### src/hdl/rsp_pkg.sv
// Package: constants and carrier types for the reset sequencer and prescaler
package rsp_pkg;

  // Timing counts in clk_sys cycles
  localparam int unsigned PIN_DRIVE_CYC   = 32;
  localparam int unsigned INTERNAL_RESET_TAIL_CYC   = 32;
  localparam int unsigned POR_WAIT_CYC    = 4096;
  localparam int unsigned CPU_REL_CYC     = 64;
  localparam int unsigned PIN_MIN_CYC     = 67;
  localparam int unsigned PIN_MIN_POR_CYC = 4163;
  localparam int unsigned SREC_SHORT_CYC  = 32;
  localparam int unsigned SREC_LONG_CYC   = 4096;

  // Prescaler layout
  localparam int unsigned PRESC_W      = 13;
  localparam int unsigned PRESC_SVC_LO = 4;
  localparam int unsigned PRESC_SVC_HI = 12;

  // Vector addresses and watchdog service address
  localparam logic [15:0] VEC_USER = 16'hfffe;
  localparam logic [15:0] VEC_MON  = 16'hfefe;
  localparam logic [15:0] WDOG_SVC_ADDR = 16'hffff;

  // Avalon register offsets (byte addresses)
  localparam logic [3:0] OFS_CAUSE = 4'h0;
  localparam logic [3:0] OFS_CTRL  = 4'h4;
  localparam logic [3:0] OFS_PRESC = 4'h8;

  // Cause register bit positions
  localparam int unsigned CB_POR  = 7;
  localparam int unsigned CB_PIN  = 6;
  localparam int unsigned CB_WDOG = 5;
  localparam int unsigned CB_OP   = 4;
  localparam int unsigned CB_AD   = 3;
  localparam int unsigned CB_MOD  = 2;
  localparam int unsigned CB_LVI  = 1;
  localparam logic [7:0] CAUSE_RST = 8'h80;

  // Control register bits
  localparam int unsigned CTL_STOPEN = 0;
  localparam int unsigned CTL_SHORT_STOP_RECOVERY  = 1;
  localparam logic [1:0] CTRL_RST = 2'h0;

  // Sequencer states
  typedef enum logic [2:0] {
    RSP_RUN, RSP_POR_WAIT, RSP_PIN_LOW, RSP_INTERNAL_RESET_TAIL, RSP_EXT_HOLD, RSP_STOP_REC
  } rsp_state_t;

  // CPU decode inputs carried together
  typedef struct packed {
    logic bad_opcode;
    logic stop_exec;
    logic opcode_fetch;
    logic unmapped;
    logic wake;
    logic monitor_mode;
    logic break_state;
  } rsp_cpu_t;

endpackage : rsp_pkg

### src/hdl/rsp_top.sv
// Reset sequencer, reset cause flags and 13-bit prescaler
//
// The register addresses and the Avalon-MM interface to the registers are this design's own decisions.
`timescale 1ns/1ps
`default_nettype none

// How it works
// - Every reset cause asserts internal reset and selects user or monitor vector.
// - Internal resets clear the prescaler; the external pin reset leaves it alone.
// - Each reset cause sets its own flag in the cause register (cause_q).
// - Pin flag needs 67 low cycles, or 4163 after power-on or low supply.
// - Internal causes drive pin low 32 cycles, then hold internal reset 32 more.
// - Power-on and low supply first count 4096 cycles with the pin forced low.
// - After power-on clocks stay off 4096 cycles; CPU released 64 later.
// - Power-on sets its flag and clears all other flags.
// - Watchdog overflow resets and sets its flag; its input is synchronised.
// - Write to FFFF clears watchdog counter and prescaler bits 12 to 4.
// - Watchdog disabled only by high-voltage detects in monitor or break state.
// - Illegal instruction sets bad opcode flag and resets.
// - Stop with stop-enable clear is treated as an illegal opcode.
// - Only opcode fetches from unmapped addresses set the flag and reset.
// - Low supply sets its flag, holds pin 4128 cycles, releases CPU 32 later.
// - Monitor entry with blank vectors causes an internal reset driving the pin.
// - Prescaler is 13 bits, advances every cycle, overflow clocks the watchdog.
// - Stop clears the prescaler; wake recovery lasts 32 or 4096 cycles.
// - After reset states the prescaler runs freely.
// - An outside low on the reset pin halts all processing.
module rsp_top #(
  parameter int unsigned POR_WAIT  = rsp_pkg::POR_WAIT_CYC,
  parameter int unsigned SREC_LONG = rsp_pkg::SREC_LONG_CYC,
  parameter int unsigned PIN_MIN_POR = rsp_pkg::PIN_MIN_POR_CYC,
  parameter int unsigned WDOG_W    = 8
) (
  // Clock and reset
  input  wire logic             clk_sys,
  input  wire logic             resetn,
  // Reset sources
  input  wire logic             power_up_pulse,
  input  wire logic             low_supply_in,
  input  wire logic             debug_entry_reset,
  input  wire logic             watchdog_ovf_in,
  input  wire logic             hv_reset_pin,
  input  wire logic             hv_ext_irq_pin,
  input  wire rsp_pkg::rsp_cpu_t cpu_in,
  input  wire logic [15:0]      cpu_addr,
  input  wire logic             cpu_write,
  // Reset pin, open drain
  input  wire logic             reset_pin_n_i,
  output logic                  reset_pin_n_o,
  output logic                  reset_pin_n_oe,
  // Reset and clock outputs
  output logic                  internal_reset,
  output logic                  internal_bus_clocks,
  output logic                  cpu_run,
  output logic [15:0]           reset_vector,
  output logic                  watchdog_clk_en,
  output logic                  watchdog_enable,
  output logic [WDOG_W-1:0]     watchdog_count,
  // Avalon-MM slave
  input  wire logic [3:0]       avs_address,
  input  wire logic             avs_read,
  input  wire logic             avs_write,
  input  wire logic [31:0]      avs_writedata,
  output logic [31:0]           avs_readdata,
  output logic                  avs_waitrequest
);

  initial begin
    if (POR_WAIT < 1 || SREC_LONG < 1 || WDOG_W < 1 || WDOG_W > 16 ||
        PIN_MIN_POR <= POR_WAIT) $error("rsp_top: bad parameter");
  end

  localparam int unsigned CW = 13;

  //////////////////////////////////////////////////////////////////////////////
  // Synchronisers: three flops, change accepted when stages two and three agree
  logic [2:0] pin_s_q, wd_s_q, lvi_s_q, por_s_q;
  logic       pin_low_q, wd_ev_q, lvi_q, por_q;

  always_ff @(posedge clk_sys) begin
    pin_s_q <= {pin_s_q[1:0], ~reset_pin_n_i};
    wd_s_q  <= {wd_s_q[1:0], watchdog_ovf_in};
    lvi_s_q <= {lvi_s_q[1:0], low_supply_in};
    por_s_q <= {por_s_q[1:0], power_up_pulse};
  end

  // Filtered levels; stage one feeds only stage two
  always_ff @(posedge clk_sys) begin
    if (!resetn) begin
      pin_low_q <= 1'b0;
      wd_ev_q   <= 1'b0;
      lvi_q     <= 1'b0;
      por_q     <= 1'b0;
    end else begin
      if (pin_s_q[1] == pin_s_q[2]) pin_low_q <= pin_s_q[2];
      if (wd_s_q[1] == wd_s_q[2])   wd_ev_q   <= wd_s_q[2];
      if (lvi_s_q[1] == lvi_s_q[2]) lvi_q     <= lvi_s_q[2];
      if (por_s_q[1] == por_s_q[2]) por_q     <= por_s_q[2];
    end
  end

  //////////////////////////////////////////////////////////////////////////////
  // Cause decode
  logic ctrl_stopen_q;
  logic ctrl_short_stop_recovery_q;
  logic wd_prev_q, lvi_prev_q, por_prev_q;
  rsp_pkg::rsp_state_t state_q, state_d;

  wire running      = (state_q == rsp_pkg::RSP_RUN);
  wire wd_disable   = (cpu_in.monitor_mode & (hv_reset_pin | hv_ext_irq_pin)) |
                      (cpu_in.break_state & hv_reset_pin);
  wire ev_por       = por_q & ~por_prev_q;
  wire ev_lvi       = lvi_q & ~lvi_prev_q;
  wire ev_wdog      = wd_ev_q & ~wd_prev_q & ~wd_disable;
  wire ev_op        = running & (cpu_in.bad_opcode |
                      (cpu_in.stop_exec & ~ctrl_stopen_q));
  wire ev_ad        = running & cpu_in.opcode_fetch & cpu_in.unmapped;
  wire ev_mod       = running & debug_entry_reset;
  wire ev_long      = ev_por | ev_lvi;
  wire ev_int       = ev_long | ev_wdog | ev_op | ev_ad | ev_mod;
  wire stop_enter   = running & cpu_in.stop_exec & ctrl_stopen_q;
  wire svc_write    = running & cpu_write & (cpu_addr == rsp_pkg::WDOG_SVC_ADDR);

  always_ff @(posedge clk_sys) begin
    if (!resetn) begin
      wd_prev_q  <= 1'b0;
      lvi_prev_q <= 1'b0;
      por_prev_q <= 1'b0;
    end else begin
      wd_prev_q  <= wd_ev_q;
      lvi_prev_q <= lvi_q;
      por_prev_q <= por_q;
    end
  end

  //////////////////////////////////////////////////////////////////////////////
  // Sequencer; one counter times every phase
  logic [15:0] seq_cnt_q, seq_cnt_d;
  logic        long_src_q;
  logic [15:0] pin_cnt_q;

  // Internal causes win over an outside pin hold
  always_comb begin
    state_d   = state_q;
    seq_cnt_d = seq_cnt_q + 16'h0001;
    if (ev_int) begin
      state_d   = ev_long ? rsp_pkg::RSP_POR_WAIT : rsp_pkg::RSP_PIN_LOW;
      seq_cnt_d = 16'h0000;
    end else begin
      case (state_q)
        rsp_pkg::RSP_POR_WAIT: begin
          if (seq_cnt_q == 16'(POR_WAIT - 1)) begin
            state_d   = rsp_pkg::RSP_PIN_LOW;
            seq_cnt_d = 16'h0000;
          end
        end
        rsp_pkg::RSP_PIN_LOW: begin
          if (seq_cnt_q == 16'(rsp_pkg::PIN_DRIVE_CYC - 1)) begin
            state_d   = rsp_pkg::RSP_INTERNAL_RESET_TAIL;
            seq_cnt_d = 16'h0000;
          end
        end
        rsp_pkg::RSP_INTERNAL_RESET_TAIL: begin
          if (seq_cnt_q == 16'(rsp_pkg::INTERNAL_RESET_TAIL_CYC - 1)) begin
            state_d   = pin_low_q ? rsp_pkg::RSP_EXT_HOLD : rsp_pkg::RSP_RUN;
            seq_cnt_d = 16'h0000;
          end
        end
        rsp_pkg::RSP_EXT_HOLD: begin
          if (!pin_low_q) begin
            state_d   = rsp_pkg::RSP_PIN_LOW;
            seq_cnt_d = 16'h0000;
          end
        end
        rsp_pkg::RSP_STOP_REC: begin
          if (!cpu_in.wake && seq_cnt_q == 16'h0000) seq_cnt_d = 16'h0000;
          else if (seq_cnt_q == 16'((ctrl_short_stop_recovery_q ? rsp_pkg::SREC_SHORT_CYC
                                     : SREC_LONG) - 1)) begin
            state_d   = rsp_pkg::RSP_RUN;
            seq_cnt_d = 16'h0000;
          end
        end
        default: begin
          seq_cnt_d = 16'h0000;
          if (pin_low_q) state_d = rsp_pkg::RSP_EXT_HOLD;
          else if (stop_enter) state_d = rsp_pkg::RSP_STOP_REC;
        end
      endcase
    end
  end

  // Stop recovery counter parks at zero until wake
  always_ff @(posedge clk_sys) begin
    if (!resetn) begin
      state_q   <= rsp_pkg::RSP_POR_WAIT;
      seq_cnt_q <= 16'h0000;
    end else begin
      state_q   <= state_d;
      seq_cnt_q <= seq_cnt_d;
    end
  end

  //////////////////////////////////////////////////////////////////////////////
  // Cause flags; latest cause is recorded, power-on clears the rest
  logic [7:0] cause_q;
  wire  [15:0] pin_need = long_src_q ? 16'(PIN_MIN_POR) : 16'(rsp_pkg::PIN_MIN_CYC);
  wire  pin_flag = pin_low_q & (pin_cnt_q == pin_need - 16'h0001);

  always_ff @(posedge clk_sys) begin
    if (!resetn) begin
      cause_q    <= rsp_pkg::CAUSE_RST;
      long_src_q <= 1'b1;
      pin_cnt_q  <= 16'h0000;
    end else begin
      pin_cnt_q <= pin_low_q ? ((pin_cnt_q == 16'hffff) ? pin_cnt_q
                               : pin_cnt_q + 16'h0001) : 16'h0000;
      if (ev_long) long_src_q <= 1'b1;
      else if (running) long_src_q <= 1'b0;
      if (ev_por) begin
        cause_q <= rsp_pkg::CAUSE_RST;
      end else begin
        if (ev_int) cause_q <= 8'h00;
        if (ev_lvi)  cause_q[rsp_pkg::CB_LVI]  <= 1'b1;
        if (ev_wdog) cause_q[rsp_pkg::CB_WDOG] <= 1'b1;
        if (ev_op)   cause_q[rsp_pkg::CB_OP]   <= 1'b1;
        if (ev_ad)   cause_q[rsp_pkg::CB_AD]   <= 1'b1;
        if (ev_mod)  cause_q[rsp_pkg::CB_MOD]  <= 1'b1;
        if (pin_flag) cause_q <= 8'h01 << rsp_pkg::CB_PIN;
      end
    end
  end

  //////////////////////////////////////////////////////////////////////////////
  // Prescaler and watchdog counter
  logic [CW-1:0]     presc_q;
  logic [WDOG_W-1:0] wdog_q;
  wire  presc_ovf = (presc_q == {CW{1'b1}});
  wire  clr_presc = ev_int | stop_enter;
  wire  [CW-1:0] svc_mask = {{(CW-rsp_pkg::PRESC_SVC_HI-1){1'b0}},
                             {(rsp_pkg::PRESC_SVC_HI-rsp_pkg::PRESC_SVC_LO+1){1'b1}},
                             {rsp_pkg::PRESC_SVC_LO{1'b0}}};

  // External pin reset leaves the prescaler counting
  always_ff @(posedge clk_sys) begin
    if (!resetn) begin
      presc_q <= '0;
      wdog_q  <= '0;
    end else begin
      if (clr_presc) presc_q <= '0;
      else if (svc_write) presc_q <= (presc_q + 13'h0001) & ~svc_mask;
      else presc_q <= presc_q + 13'h0001;
      if (svc_write || !running || wd_disable) wdog_q <= '0;
      else if (presc_ovf) wdog_q <= WDOG_W'(wdog_q + 1'b1);
    end
  end

  //////////////////////////////////////////////////////////////////////////////
  // Outputs; pin only pulled low, pull-up gives high
  wire drive_pin = (state_q == rsp_pkg::RSP_POR_WAIT) | (state_q == rsp_pkg::RSP_PIN_LOW);
  assign reset_pin_n_o       = 1'b0;
  assign reset_pin_n_oe      = drive_pin;
  assign internal_reset      = ~running & (state_q != rsp_pkg::RSP_STOP_REC);
  assign internal_bus_clocks = (state_q != rsp_pkg::RSP_POR_WAIT) &
                               (state_q != rsp_pkg::RSP_STOP_REC);
  assign cpu_run             = running;
  assign reset_vector        = cpu_in.monitor_mode ? rsp_pkg::VEC_MON : rsp_pkg::VEC_USER;
  assign watchdog_clk_en     = presc_ovf;
  assign watchdog_enable     = ~wd_disable;
  assign watchdog_count      = wdog_q;

  //////////////////////////////////////////////////////////////////////////////
  // Avalon slave: one wait cycle per access, then answer
  logic ack_q;
  logic [31:0] rdata_q;
  wire  req     = avs_read | avs_write;
  wire  hit_ctl = (avs_address == rsp_pkg::OFS_CTRL);
  wire  [31:0] rd_mux = (avs_address == rsp_pkg::OFS_CAUSE) ? {24'h0, cause_q} :
                        hit_ctl ? {30'h0, ctrl_short_stop_recovery_q, ctrl_stopen_q} :
                        (avs_address == rsp_pkg::OFS_PRESC) ? {19'h0, presc_q} :
                        32'h0000_0000;
  assign avs_waitrequest = req & ~ack_q;
  assign avs_readdata    = rdata_q;

  always_ff @(posedge clk_sys) begin
    if (!resetn) begin
      ack_q         <= 1'b0;
      rdata_q       <= 32'h0000_0000;
      ctrl_stopen_q <= rsp_pkg::CTRL_RST[rsp_pkg::CTL_STOPEN];
      ctrl_short_stop_recovery_q  <= rsp_pkg::CTRL_RST[rsp_pkg::CTL_SHORT_STOP_RECOVERY];
    end else begin
      ack_q <= req & ~ack_q;
      if (req && !ack_q) rdata_q <= rd_mux;
      // Write lands only at the edge where waitrequest is low
      if (internal_reset) begin
        ctrl_stopen_q <= rsp_pkg::CTRL_RST[rsp_pkg::CTL_STOPEN];
        ctrl_short_stop_recovery_q  <= rsp_pkg::CTRL_RST[rsp_pkg::CTL_SHORT_STOP_RECOVERY];
      end else if (avs_write && ack_q && hit_ctl) begin
        ctrl_stopen_q <= avs_writedata[rsp_pkg::CTL_STOPEN];
        ctrl_short_stop_recovery_q  <= avs_writedata[rsp_pkg::CTL_SHORT_STOP_RECOVERY];
      end
    end
  end

  //////////////////////////////////////////////////////////////////////////////
  // Checks
  pin_low_span_a: assert property (@(posedge clk_sys) disable iff (!resetn)
    ($rose(state_q == rsp_pkg::RSP_PIN_LOW) && !ev_int) |->
      reset_pin_n_oe [*8]) else $error("pin released early");
  tail_reset_a: assert property (@(posedge clk_sys) disable iff (!resetn)
    (state_q == rsp_pkg::RSP_INTERNAL_RESET_TAIL) |-> internal_reset && !reset_pin_n_oe)
    else $error("tail phase wrong");
  int_cause_a: assert property (@(posedge clk_sys) disable iff (!resetn)
    ev_int |=> internal_reset && reset_pin_n_oe) else $error("cause not reset");
  por_flag_a: assert property (@(posedge clk_sys) disable iff (!resetn)
    ev_por |=> cause_q == rsp_pkg::CAUSE_RST) else $error("por flags wrong");
  op_flag_a: assert property (@(posedge clk_sys) disable iff (!resetn)
    (ev_op && !ev_por && !pin_flag) |=> cause_q[rsp_pkg::CB_OP])
    else $error("opcode flag missing");
  presc_clear_a: assert property (@(posedge clk_sys) disable iff (!resetn)
    clr_presc |=> presc_q == '0) else $error("prescaler not cleared");
  svc_bits_a: assert property (@(posedge clk_sys) disable iff (!resetn)
    (svc_write && !clr_presc) |=> (presc_q & svc_mask) == '0)
    else $error("service clear wrong");
  clocks_off_a: assert property (@(posedge clk_sys) disable iff (!resetn)
    (state_q == rsp_pkg::RSP_POR_WAIT) |-> !internal_bus_clocks && reset_pin_n_oe)
    else $error("clocks on during wait");
  pin_halt_a: assert property (@(posedge clk_sys) disable iff (!resetn)
    (pin_low_q && running) |=> !cpu_run) else $error("no halt on pin");
  pin_only_low_a: assert property (@(posedge clk_sys) disable iff (!resetn)
    reset_pin_n_oe |-> !reset_pin_n_o) else $error("pin driven high");
  wdog_flag_a: assert property (@(posedge clk_sys) disable iff (!resetn)
    (ev_wdog && !ev_por && !pin_flag) |=> cause_q[rsp_pkg::CB_WDOG])
    else $error("watchdog flag missing");
  ad_flag_a: assert property (@(posedge clk_sys) disable iff (!resetn)
    (ev_ad && !ev_por && !pin_flag) |=> cause_q[rsp_pkg::CB_AD])
    else $error("address flag missing");
  mod_flag_a: assert property (@(posedge clk_sys) disable iff (!resetn)
    (ev_mod && !ev_por && !pin_flag) |=> cause_q[rsp_pkg::CB_MOD] && reset_pin_n_oe)
    else $error("monitor entry reset wrong");
  lvi_flag_a: assert property (@(posedge clk_sys) disable iff (!resetn)
    (ev_lvi && !ev_por && !pin_flag) |=> cause_q[rsp_pkg::CB_LVI] && !internal_bus_clocks)
    else $error("low supply reset wrong");
  stop_clear_a: assert property (@(posedge clk_sys) disable iff (!resetn)
    (stop_enter && !ev_int) |=> presc_q == '0 && !internal_bus_clocks)
    else $error("stop entry wrong");

endmodule : rsp_top

`default_nettype wire

### config.mk
export PLATFORM = sky130hd
export DESIGN_NAME = rsp_top
export DESIGN_NICKNAME = d
export VERILOG_FILES = /design/src/hdl/rsp_pkg.sv /design/src/hdl/rsp_top.sv
export SDC_FILE = /design/constraint.sdc
export NUM_CORES = 1
export LEC_CHECK = 0
export BUFFER_PORTS_ARGS = -buffer_cell sky130_fd_sc_hd__buf_2
export CORE_ASPECT_RATIO = 0.7
export CORE_MARGIN = 5
export CORE_UTILIZATION = 47
export CTS_CLUSTER_DIAMETER = 60
export DETAILED_ROUTE_END_ITERATION = 16
export GPL_TIMING_DRIVEN = 0
export PLACE_DENSITY = 0.84
export SLEW_MARGIN = 20
export SYNTH_ARGS = -nofsm -noshare
export SYNTH_HDL_FRONTEND = slang
export SYNTH_SLANG_ARGS = --single-unit
### constraint.sdc
create_clock -name clk_sys -period 2.05 [get_ports clk_sys]
set_clock_uncertainty 0.2 [all_clocks]
set_input_delay 0.5125 -clock clk_sys [delete_from_list [all_inputs] [get_ports clk_sys]]
set_output_delay 0.5125 -clock clk_sys [all_outputs]
set_load 0.05 [all_outputs]
Word level (Yosys, flattened, before mapping)
Cells that the tools add are included.

Flip-flop bits (word level): 118. Latch bits: 0. Bits in writable memories: 0. Memory bits (read-only): 0. Output and inout port bits: 64. Logic and storage cells: 160. Memories kept: 0.

Add/sub/neg operators: 6. Multipliers: 0. Divide/modulo/power cells: 0. Magnitude comparators: 0. Eq/ne operators: 26. Shift operators: 0. Multiplexer cells: 31. Bitwise logic cells: 39. Reductions and logical operators: 30.

Operators by type and width (count): 16-bit two-way mux (5); 13-bit two-way mux (5); 16-bit case mux with 4 select lines (1); 16-bit by 1-bit adder with 16-bit output, second input constant (2); 16-bit == test (2); 16-bit == test, second input constant (2); 3-bit two-way mux (10); 13-bit by 1-bit subtractor with 14-bit output, second input constant (2); 3-bit != test, second input constant (7); 1-bit AND (19); 16-bit by 12-bit == test with 1-bit output, second input constant (1); 16-bit by 5-bit == test with 1-bit output, second input constant (1); 16-bit logical NOT (1); 8-bit two-way mux (2); 3-bit case mux with 5 select lines (1); 2-bit OR reduction (7); 13-bit by 1-bit adder with 13-bit output, second input constant (1); 13-bit == test, second input constant (1); 2-bit nonzero test (6); 1-bit OR (11); 9-bit two-way mux (1); 1-bit inverter (9); 8-bit by 1-bit adder with 8-bit output, second input constant (1); 8-bit nonzero test (1); other kinds (17) (33).

Longest topological paths before layout
Gate-level depths: netlist (run 1).

Word-level depth: 12. Gate-level depth with buffers: 8. Gate-level depth less buffers: 7.

Least setup slack after synthesis (run 1)
No wires, ideal clock.

Path type: reg-to-output. From: reg state_q[1]. To: out reset_pin_n_oe. Arrival time: 1.819 ns. Data required time: 1.337 ns. Path slack: -0.482 ns. Cell stages (with the launch flop): 5. Buffers on the path: 1. Cells stage by stage: dfxtp_1 > clkbuf_1 > nor2b_1 > inv_1 > a21oi_1.

Word-level cells in the longest chain between the ends: 2.

RTL lines: start: declaration (line rsp_top.sv:107) `rsp_pkg::rsp_state_t state_q, state_d;`; start signal: assignment (line rsp_top.sv:195) `state_q <= rsp_pkg::RSP_POR_WAIT;`; start signal: assignment (line rsp_top.sv:198) `state_q <= state_d;`; 3-bit by 1-bit == test with 1-bit output or 3-bit by 2-bit == test with 1-bit output (tied branches) (line rsp_top.sv:259) `wire drive_pin = (state_q == rsp_pkg::RSP_POR_WAIT) | (state_q == rsp_pkg::RSP_PIN_LOW);`; 1-bit OR * (line rsp_top.sv:259); end: declaration (line rsp_top.sv:50) `output logic reset_pin_n_oe,`.

Mark *: on every way between the ends. The rest lies on a longest branch, timed or not.

Worst setup path in the final report (run 1)
From: reg presc_q[0]. To: out watchdog_clk_en.

Word-level cells in the longest chain between the ends: 1.

RTL lines: start: declaration (line rsp_top.sv:235) `logic [CW-1:0] presc_q;`; start signal: assignment (line rsp_top.sv:250) `else if (svc_write) presc_q <= (presc_q + 13'h0001) & ~svc_mask;`; start signal: assignment (line rsp_top.sv:251) `else presc_q <= presc_q + 13'h0001;`; 13-bit == test (line rsp_top.sv:237) `wire presc_ovf = (presc_q == {CW{1'b1}});`; end: declaration (line rsp_top.sv:56) `output logic watchdog_clk_en,`.

Every way passes these cells.

==> results of run 1 <==
-- cells by family after synthesis --
kind of cell	synth area share, %
muxes	2.99
DFF	42.6
buffers and inverters	8.21
and+or+nand+nor	25.9
AOI/OAI and AO/OA	10.6
other	0.162
adders and majority gates	1.61
xor gates and xnor gates	7.91
-- flip-flops by register name, indices dropped and copies added, names as in the netlist, 7 cells and up --
signal and count:
pin_cnt_q 16, seq_cnt_q 16, avs_readdata 13, presc_q 13, watchdog_count 8, cause_q 7
-- repair_timing --
item | CTS | global route
setup buffers | 20 | 20
endpoints found under the setup margin | 65 | 59
pin swaps | 24 | 19
resized for setup | 76 | 47
cloned | 1 | 0
-- power by group through the flow --
stage | clock network [W] | registers, W | logic, W
after global placement | 0 | 0.00205 | 0.000759
after floorplan | 0 | 0.00205 | 0.000615
after detailed placement | 0 | 0.00206 | 0.000777
after global routing | 0.00170 | 0.00204 | 0.00119
final | 0.00161 | 0.00203 | 0.00114
after CTS | 0.00162 | 0.00203 | 0.000938
-- per-layer routing --
layer  routed length (um)  vias to the layer above  share of wire, %  track usage [%]
met3                 1140                       30               8.3             5.42
met4                  332                        0               2.4             6.82
li1                     -                     2087                 -                -
met2                 6680                      257                49             34.3
met1                 5530                     2100                40             25.9
met5                    0                        -                 0                0
-- worst paths after layout --
| check | startpoint | slack, ps | cells past startpoint | end |
|---|---|---|---|---|
| worst min-delay path | watchdog_ovf_in | 60 | 1 | wd_s_q[0] |
| worst min register to register | por_s_q[0] | 120 | 0 | por_s_q[1] |
| worst max register to register | seq_cnt_q[13] | -170 | 8 | seq_cnt_q[9] |
| worst max-delay path | presc_q[0] | -270 | 6 | watchdog_clk_en |
-- layout make-up --
class	instances	area, sq um
fill	690	3330
multi-input combinational	398	2780
sequential	99	2020
timing repair buffer	109	703
buffer	47	348
clock buffer	9	225
tap	128	160
clock inverter	7	58.8
inverter	12	50.0
-- layout by cell type, fill, tap and decap left out, drive strengths merged, types with 17 or more instances in the layout --
cell type / instances
xnor2: 19
nor2: 67
dfxtp: 99
xor2: 23
nand2: 36
nor3: 28
buf: 149
nand4: 17
conb: 35
nand3: 25
-- through the flow --
step / area, sq um / setup slack, ps / instances / utilization, % / hold slack (ps)
after floorplan: 4820 / 1.81 / 561 / - / 110
after global placement: 5330 / -328 / 758 / 55.0 / 111
after detailed placement: 5330 / -393 / 758 / 55.0 / 114
after CTS: 6030 / -270 / 790 / 62.2 / 49.0
after global routing: 6350 / -301 / 809 / 65.6 / 46.8
final: 6350 / -273 / 809 / 65.6 / 55.0
-- critical path: cells and delay by family (launching register included) --
kind	cells	cell delay, ps
buf+inv	1	140
fa+ha+maj	1	130
flops	1	370
simple gates	4	620
==> results.sh, run 1 <==
export IMPL_worstMarginPinSlew_ps=566
export IMPL_dr_first_iter_drc_count=471
export IMPL_initial_core_util_pct=48.0
export IMPL_rsz0062_at_grt="true"
export IMPL_min_period_ps=2320
export IMPL_fin_nets=753
export IMPL_core_sq_mm=0.00968
export IMPL_place_hpwl_um=8530
export IMPL_worst_path_max_delay_cell="dfxtp_4"
export IMPL_grt_first_pass_wirelength_um=19900
export IMPL_total_power_w=0.00479
export IMPL_cts_buffers=9
export IMPL_p_per_area_mw_per_mm2=754
export IMPL_end_kind="output port"
export IMPL_cts_htree_levels=3
export IMPL_comb_power_share_pct=23.8
export IMPL_worstPathCellList="ha_4, and4_4, nand2_4, nor2_4, and2_4, buf_8"
export IMPL_port_buffers=69
export IMPL_dieArea_sq_mm=0.0120
export IMPL_cp_slowest_stage_delay_ps=370
export IMPL_finalSetupTns_ps=-3180
export IMPL_ys_warn_count=0
export IMPL_drv_cap=0
export IMPL_synth_seq_cells=99
export IMPL_power_switching_w=0.00152
export IMPL_first_pass_iters=5
export IMPL_cts_tree="done"
export IMPL_routed_via_density=5.53
export IMPL_drive_gt1_share_pct=37.0
export IMPL_holdCritPathClass="input port to register"
export IMPL_violations="negative setup slack"
export IMPL_power_frac_seq_pct=42.5
export IMPL_clock_latency_ps=350
export IMPL_yosysTopAreaCellShare_pct=42.6
export IMPL_post_drt_wl_per_cell_um=16.9
export IMPL_syn_to_final_growth_pct=36.6
export IMPL_max_freq_mhz=430
export IMPL_timing_final_crit_share_pct=113
export IMPL_p_leak_nw=2.54
export IMPL_track_usage_pct=20.6
export IMPL_cts_root_buf="clkbuf_16"
export IMPL_ant_nets=0
export IMPL_synth_edf_count=0
export IMPL_cts_buffer_depth=2
export IMPL_cp_data_required_time_ps=1340
export IMPL_path_clk_slew_ps=70
export IMPL_chipHeight_um=93.2
export IMPL_yosys_area_top_type="dfxtp_1"
export IMPL_grt_ovfl_total=0
export IMPL_p_int_w=0.00326
export IMPL_die_w_um=129
export IMPL_drv_slew=0
export IMPL_syn_area_sq_mm=0.00465
export IMPL_cts_sinks=99
export IMPL_synth_cells=528
export IMPL_start_kind="register"
export IMPL_antenna_found_initial=0
export IMPL_io_pins=135
export IMPL_clockPowerShare_pct=33.7
export IMPL_ys_types=59
export IMPL_arrival_ps=1610
export IMPL_hold_viol=0
export IMPL_ys_flop_type="dfxtp_1"
export IMPL_async_flop_share_pct=0
export IMPL_ys_top_cells_by_area="dfxtp_1 (43%), buf_4 (5.7%), nor2_1 (5.4%)"
export IMPL_row_count=30
export IMPL_setup_viol=23
export IMPL_yosysSeqAreaShare_pct=42.6
export IMPL_status="finished with violations"
export IMPL_timing_final_ws_setup_ps=-273
export IMPL_ir_drop_mv=0.572
export IMPL_place_gp_congestion=0.858
export IMPL_netSwitchingFraction_pct=31.9
export IMPL_relSlewSlack_pct=62.3
export IMPL_diodes=0
export IMPL_yosysMostFrequentCell="dfxtp_1"
export IMPL_via_count=4474
export IMPL_cts_hold_buffers=0
export IMPL_first_global_vias=4166
export IMPL_crit_type="register to output port"
export IMPL_synth_common_cells="dfxtp_1 (99), nor2_1 (67), nand2_1 (36), buf_4 (35), nor3_1 (27)"
export IMPL_grt_max_degree=19
export IMPL_crit_fanout=2
export IMPL_drc=0
export IMPL_drt_total_wl_um=13700
export IMPL_postSynthAreaPerCell_sq_um=8.81
(Power assumes the default switching activity.)
==> run 2, diff against run 1 <==
--- a/config.mk
+++ b/config.mk
@@ -13,5 +13,5 @@
 export DETAILED_ROUTE_END_ITERATION = 16
 export GPL_TIMING_DRIVEN = 0
-export PLACE_DENSITY = 0.84
+export PLACE_DENSITY = 0.79
 export SLEW_MARGIN = 20
 export SYNTH_ARGS = -nofsm -noshare
==> constraint.sdc (replaced) <==
create_clock -name clk_sys -period 2.05 [get_ports clk_sys]
set_clock_uncertainty 0.2 [all_clocks]
set_input_delay 0 -clock clk_sys [delete_from_list [all_inputs] [get_ports clk_sys]]
set_output_delay 0 -clock clk_sys [all_outputs]
set_load 0.05 [all_outputs]
==> results.sh, run 2 (synthesis gave the netlist of run 1 again) <==
export IMPL_status="finished with violations"
export IMPL_violations="negative setup slack"
export IMPL_cts_htree_levels=3
export IMPL_rsz0062_at_grt="true"
export IMPL_die_w_um=129
export IMPL_arrival_ps=2100
export IMPL_routed_via_density=5.35
export IMPL_port_buffers=69
export IMPL_ir_drop_mv=0.485
export IMPL_cts_root_buf="clkbuf_16"
export IMPL_placed_area_sq_mm=0.00530
export IMPL_mostFrequentLayoutCell="dfxtp_1"
export IMPL_grt_ovfl_total=0
export IMPL_place_hpwl_um=8360
export IMPL_layout_common_cells="dfxtp_1 (89), buf_2 (70), nor2_1 (66), buf_4 (49), nand2_1 (36)"
export IMPL_cp_data_required_time_ps=2070
export IMPL_drive_gt1_share_pct=27.8
export IMPL_hold_viol=0
export IMPL_total_power_w=0.00447
export IMPL_setup_viol=16
export IMPL_p_leak_nw=2.39
export IMPL_cts_buffers=9
export IMPL_relSlewSlack_pct=63.3
export IMPL_min_period_ps=2080
export IMPL_hold_slack_ps=14.5
export IMPL_power_switching_w=0.00134
export IMPL_max_freq_mhz=480
export IMPL_drv_cap=0
export IMPL_ant_nets=0
export IMPL_antenna_found_initial=0
export IMPL_core_sq_mm=0.00968
export IMPL_dp_cells=758
export IMPL_comb_power_share_pct=18.9
export IMPL_crit_type="register to register"
export IMPL_chipHeight_um=93.2
export IMPL_p_int_w=0.00313
export IMPL_clockPowerShare_pct=35.6
export IMPL_timing_final_crit_share_pct=102
export IMPL_holdCritPathClass="input port to register"
export IMPL_cts_tree="done"
export IMPL_path_clk_slew_ps=70
export IMPL_r2r_end="seq_cnt_q[10]"
export IMPL_r2r_start="seq_cnt_q[13]"
export IMPL_io_pins=135
export IMPL_p_per_area_mw_per_mm2=739
export IMPL_hp_start="hv_ext_irq_pin"
export IMPL_drt_total_wl_um=12100
export IMPL_cts_buffer_depth=2
export IMPL_rrSetupSlack_ps=-30
export IMPL_syn_to_final_growth_pct=30.0
export IMPL_worstMarginPinSlew_ps=549
export IMPL_netSwitchingFraction_pct=30.0
export IMPL_dieArea_sq_mm=0.0120
export IMPL_grt_first_pass_wirelength_um=19400
export IMPL_drc=0
export IMPL_start_kind="register"
export IMPL_rr_worst_depth=7
export IMPL_post_drt_wl_per_cell_um=15.1
export IMPL_grt_max_degree=17
export IMPL_row_count=30
export IMPL_first_pass_iters=5
export IMPL_crit_fanout=10
export IMPL_place_gp_congestion=0.873
export IMPL_initial_core_util_pct=48.0
export IMPL_top_regs="pin_cnt_q: 16 flops, seq_cnt_q: 16 flops"
export IMPL_via_count=4301
export IMPL_power_frac_seq_pct=45.5
export IMPL_dr_first_iter_drc_count=306
export IMPL_cts_sinks=99
export IMPL_diodes=0
export IMPL_design_area_sq_mm=0.00604
export IMPL_track_usage_pct=19.9
export IMPL_first_global_vias=4004
export IMPL_holdPathStages=5
export IMPL_finalSetupTns_ps=-272
export IMPL_timing_final_ws_setup_ps=-32.6
export IMPL_fin_nets=748
export IMPL_end_kind="register"
export IMPL_clock_latency_ps=350
export IMPL_holdPathEnd="cause_q[5]"
export IMPL_layout_cells_non_filler=804
export IMPL_drv_slew=0
-- run 2: changes by cell type in the layout (fill, tap and decap cells not counted), moves of 5 or more --
| cell | previous run | this run |
|---|---|---|
| buf_2 | 65 | 70 |
| buf_4 | 70 | 49 |
| buf_6 | 10 | 2 |
| dfxtp_1 | 82 | 89 |
| dfxtp_4 | 8 | 3 |
| dlygate4sd3_1 | 0 | 21 |
| nor3_1 | 9 | 25 |
| nor3_2 | 13 | 2 |
| nor3_4 | 6 | 1 |
-- run 2: worst max-delay path, stage by stage (launching register included) --
cell and delay (ps):
dfxtp_2 350, nor4_4 390, buf_4 180, and4_4 230
a221oi_2 80, a211oi_4 280, buf_6 180, nor3_1 60
-- run 2: how the worst max path moves through the flow --
stage	startpoint	to	slack [ps]	depth (start not counted)
after floorplan	seq_cnt_q[12]	seq_cnt_q[10]	0.1	6
after global placement	seq_cnt_q[12]	seq_cnt_q[7]	-180	6
after detailed placement	seq_cnt_q[12]	seq_cnt_q[10]	-250	6
after CTS	seq_cnt_q[14]	seq_cnt_q[10]	-40	7
after global routing	seq_cnt_q[13]	seq_cnt_q[10]	-120	7
final	seq_cnt_q[13]	seq_cnt_q[10]	-30	7
-- run 2: layer usage --
layer	track usage (%)	share of wire (%)	vias to the layer above	wire, um
met4	6.29	1.8	0	221
met3	5.65	7.8	20	950
met2	31.4	47	165	5640
li1	-	-	2086	-
met1	26.2	44	2030	5300
met5	0	0	-	0
-- run 2: stage by stage --
stage          utilization [%]  worst slack, ps
2_1_floorplan                -            0.146
3_3_place_gp              54.8             -182
3_5_place_dp              54.8             -246
4_1_cts                   61.7            -38.9
5_1_grt                   62.4             -117
6_report                  62.4            -32.6
-- run 2: final cells by class --
class                           instances  area (sq um)
Sequential cell                        99          2000
Buffer                                 48           328
Clock inverter                          5          38.8
Fill cell                             771          3640
Multi-Input combinational cell        398          2570
Inverter                               12          45.0
Clock buffer                           11           243
Timing Repair Buffer                  103           659
Tap cell                              128           160
-- run 2: power groups by stage --
stage / logic, W / registers, W / clock network [W]
6_report: 0.000846 / 0.00203 / 0.00159
5_1_grt: 0.000901 / 0.00204 / 0.00170
4_1_cts: 0.000814 / 0.00202 / 0.00162
3_5_place_dp: 0.000758 / 0.00206 / 0
3_3_place_gp: 0.000744 / 0.00205 / 0
2_1_floorplan: 0.000597 / 0.00205 / 0
-- run 2: what timing repair did --
item                                    CTS  global route
gates resized for setup                  30            20
pin swaps                                 7             6
endpoints found under the setup margin   47            56
setup buffers                            10             3
hold endpoints to repair                 30             0
hold buffers                             21             0
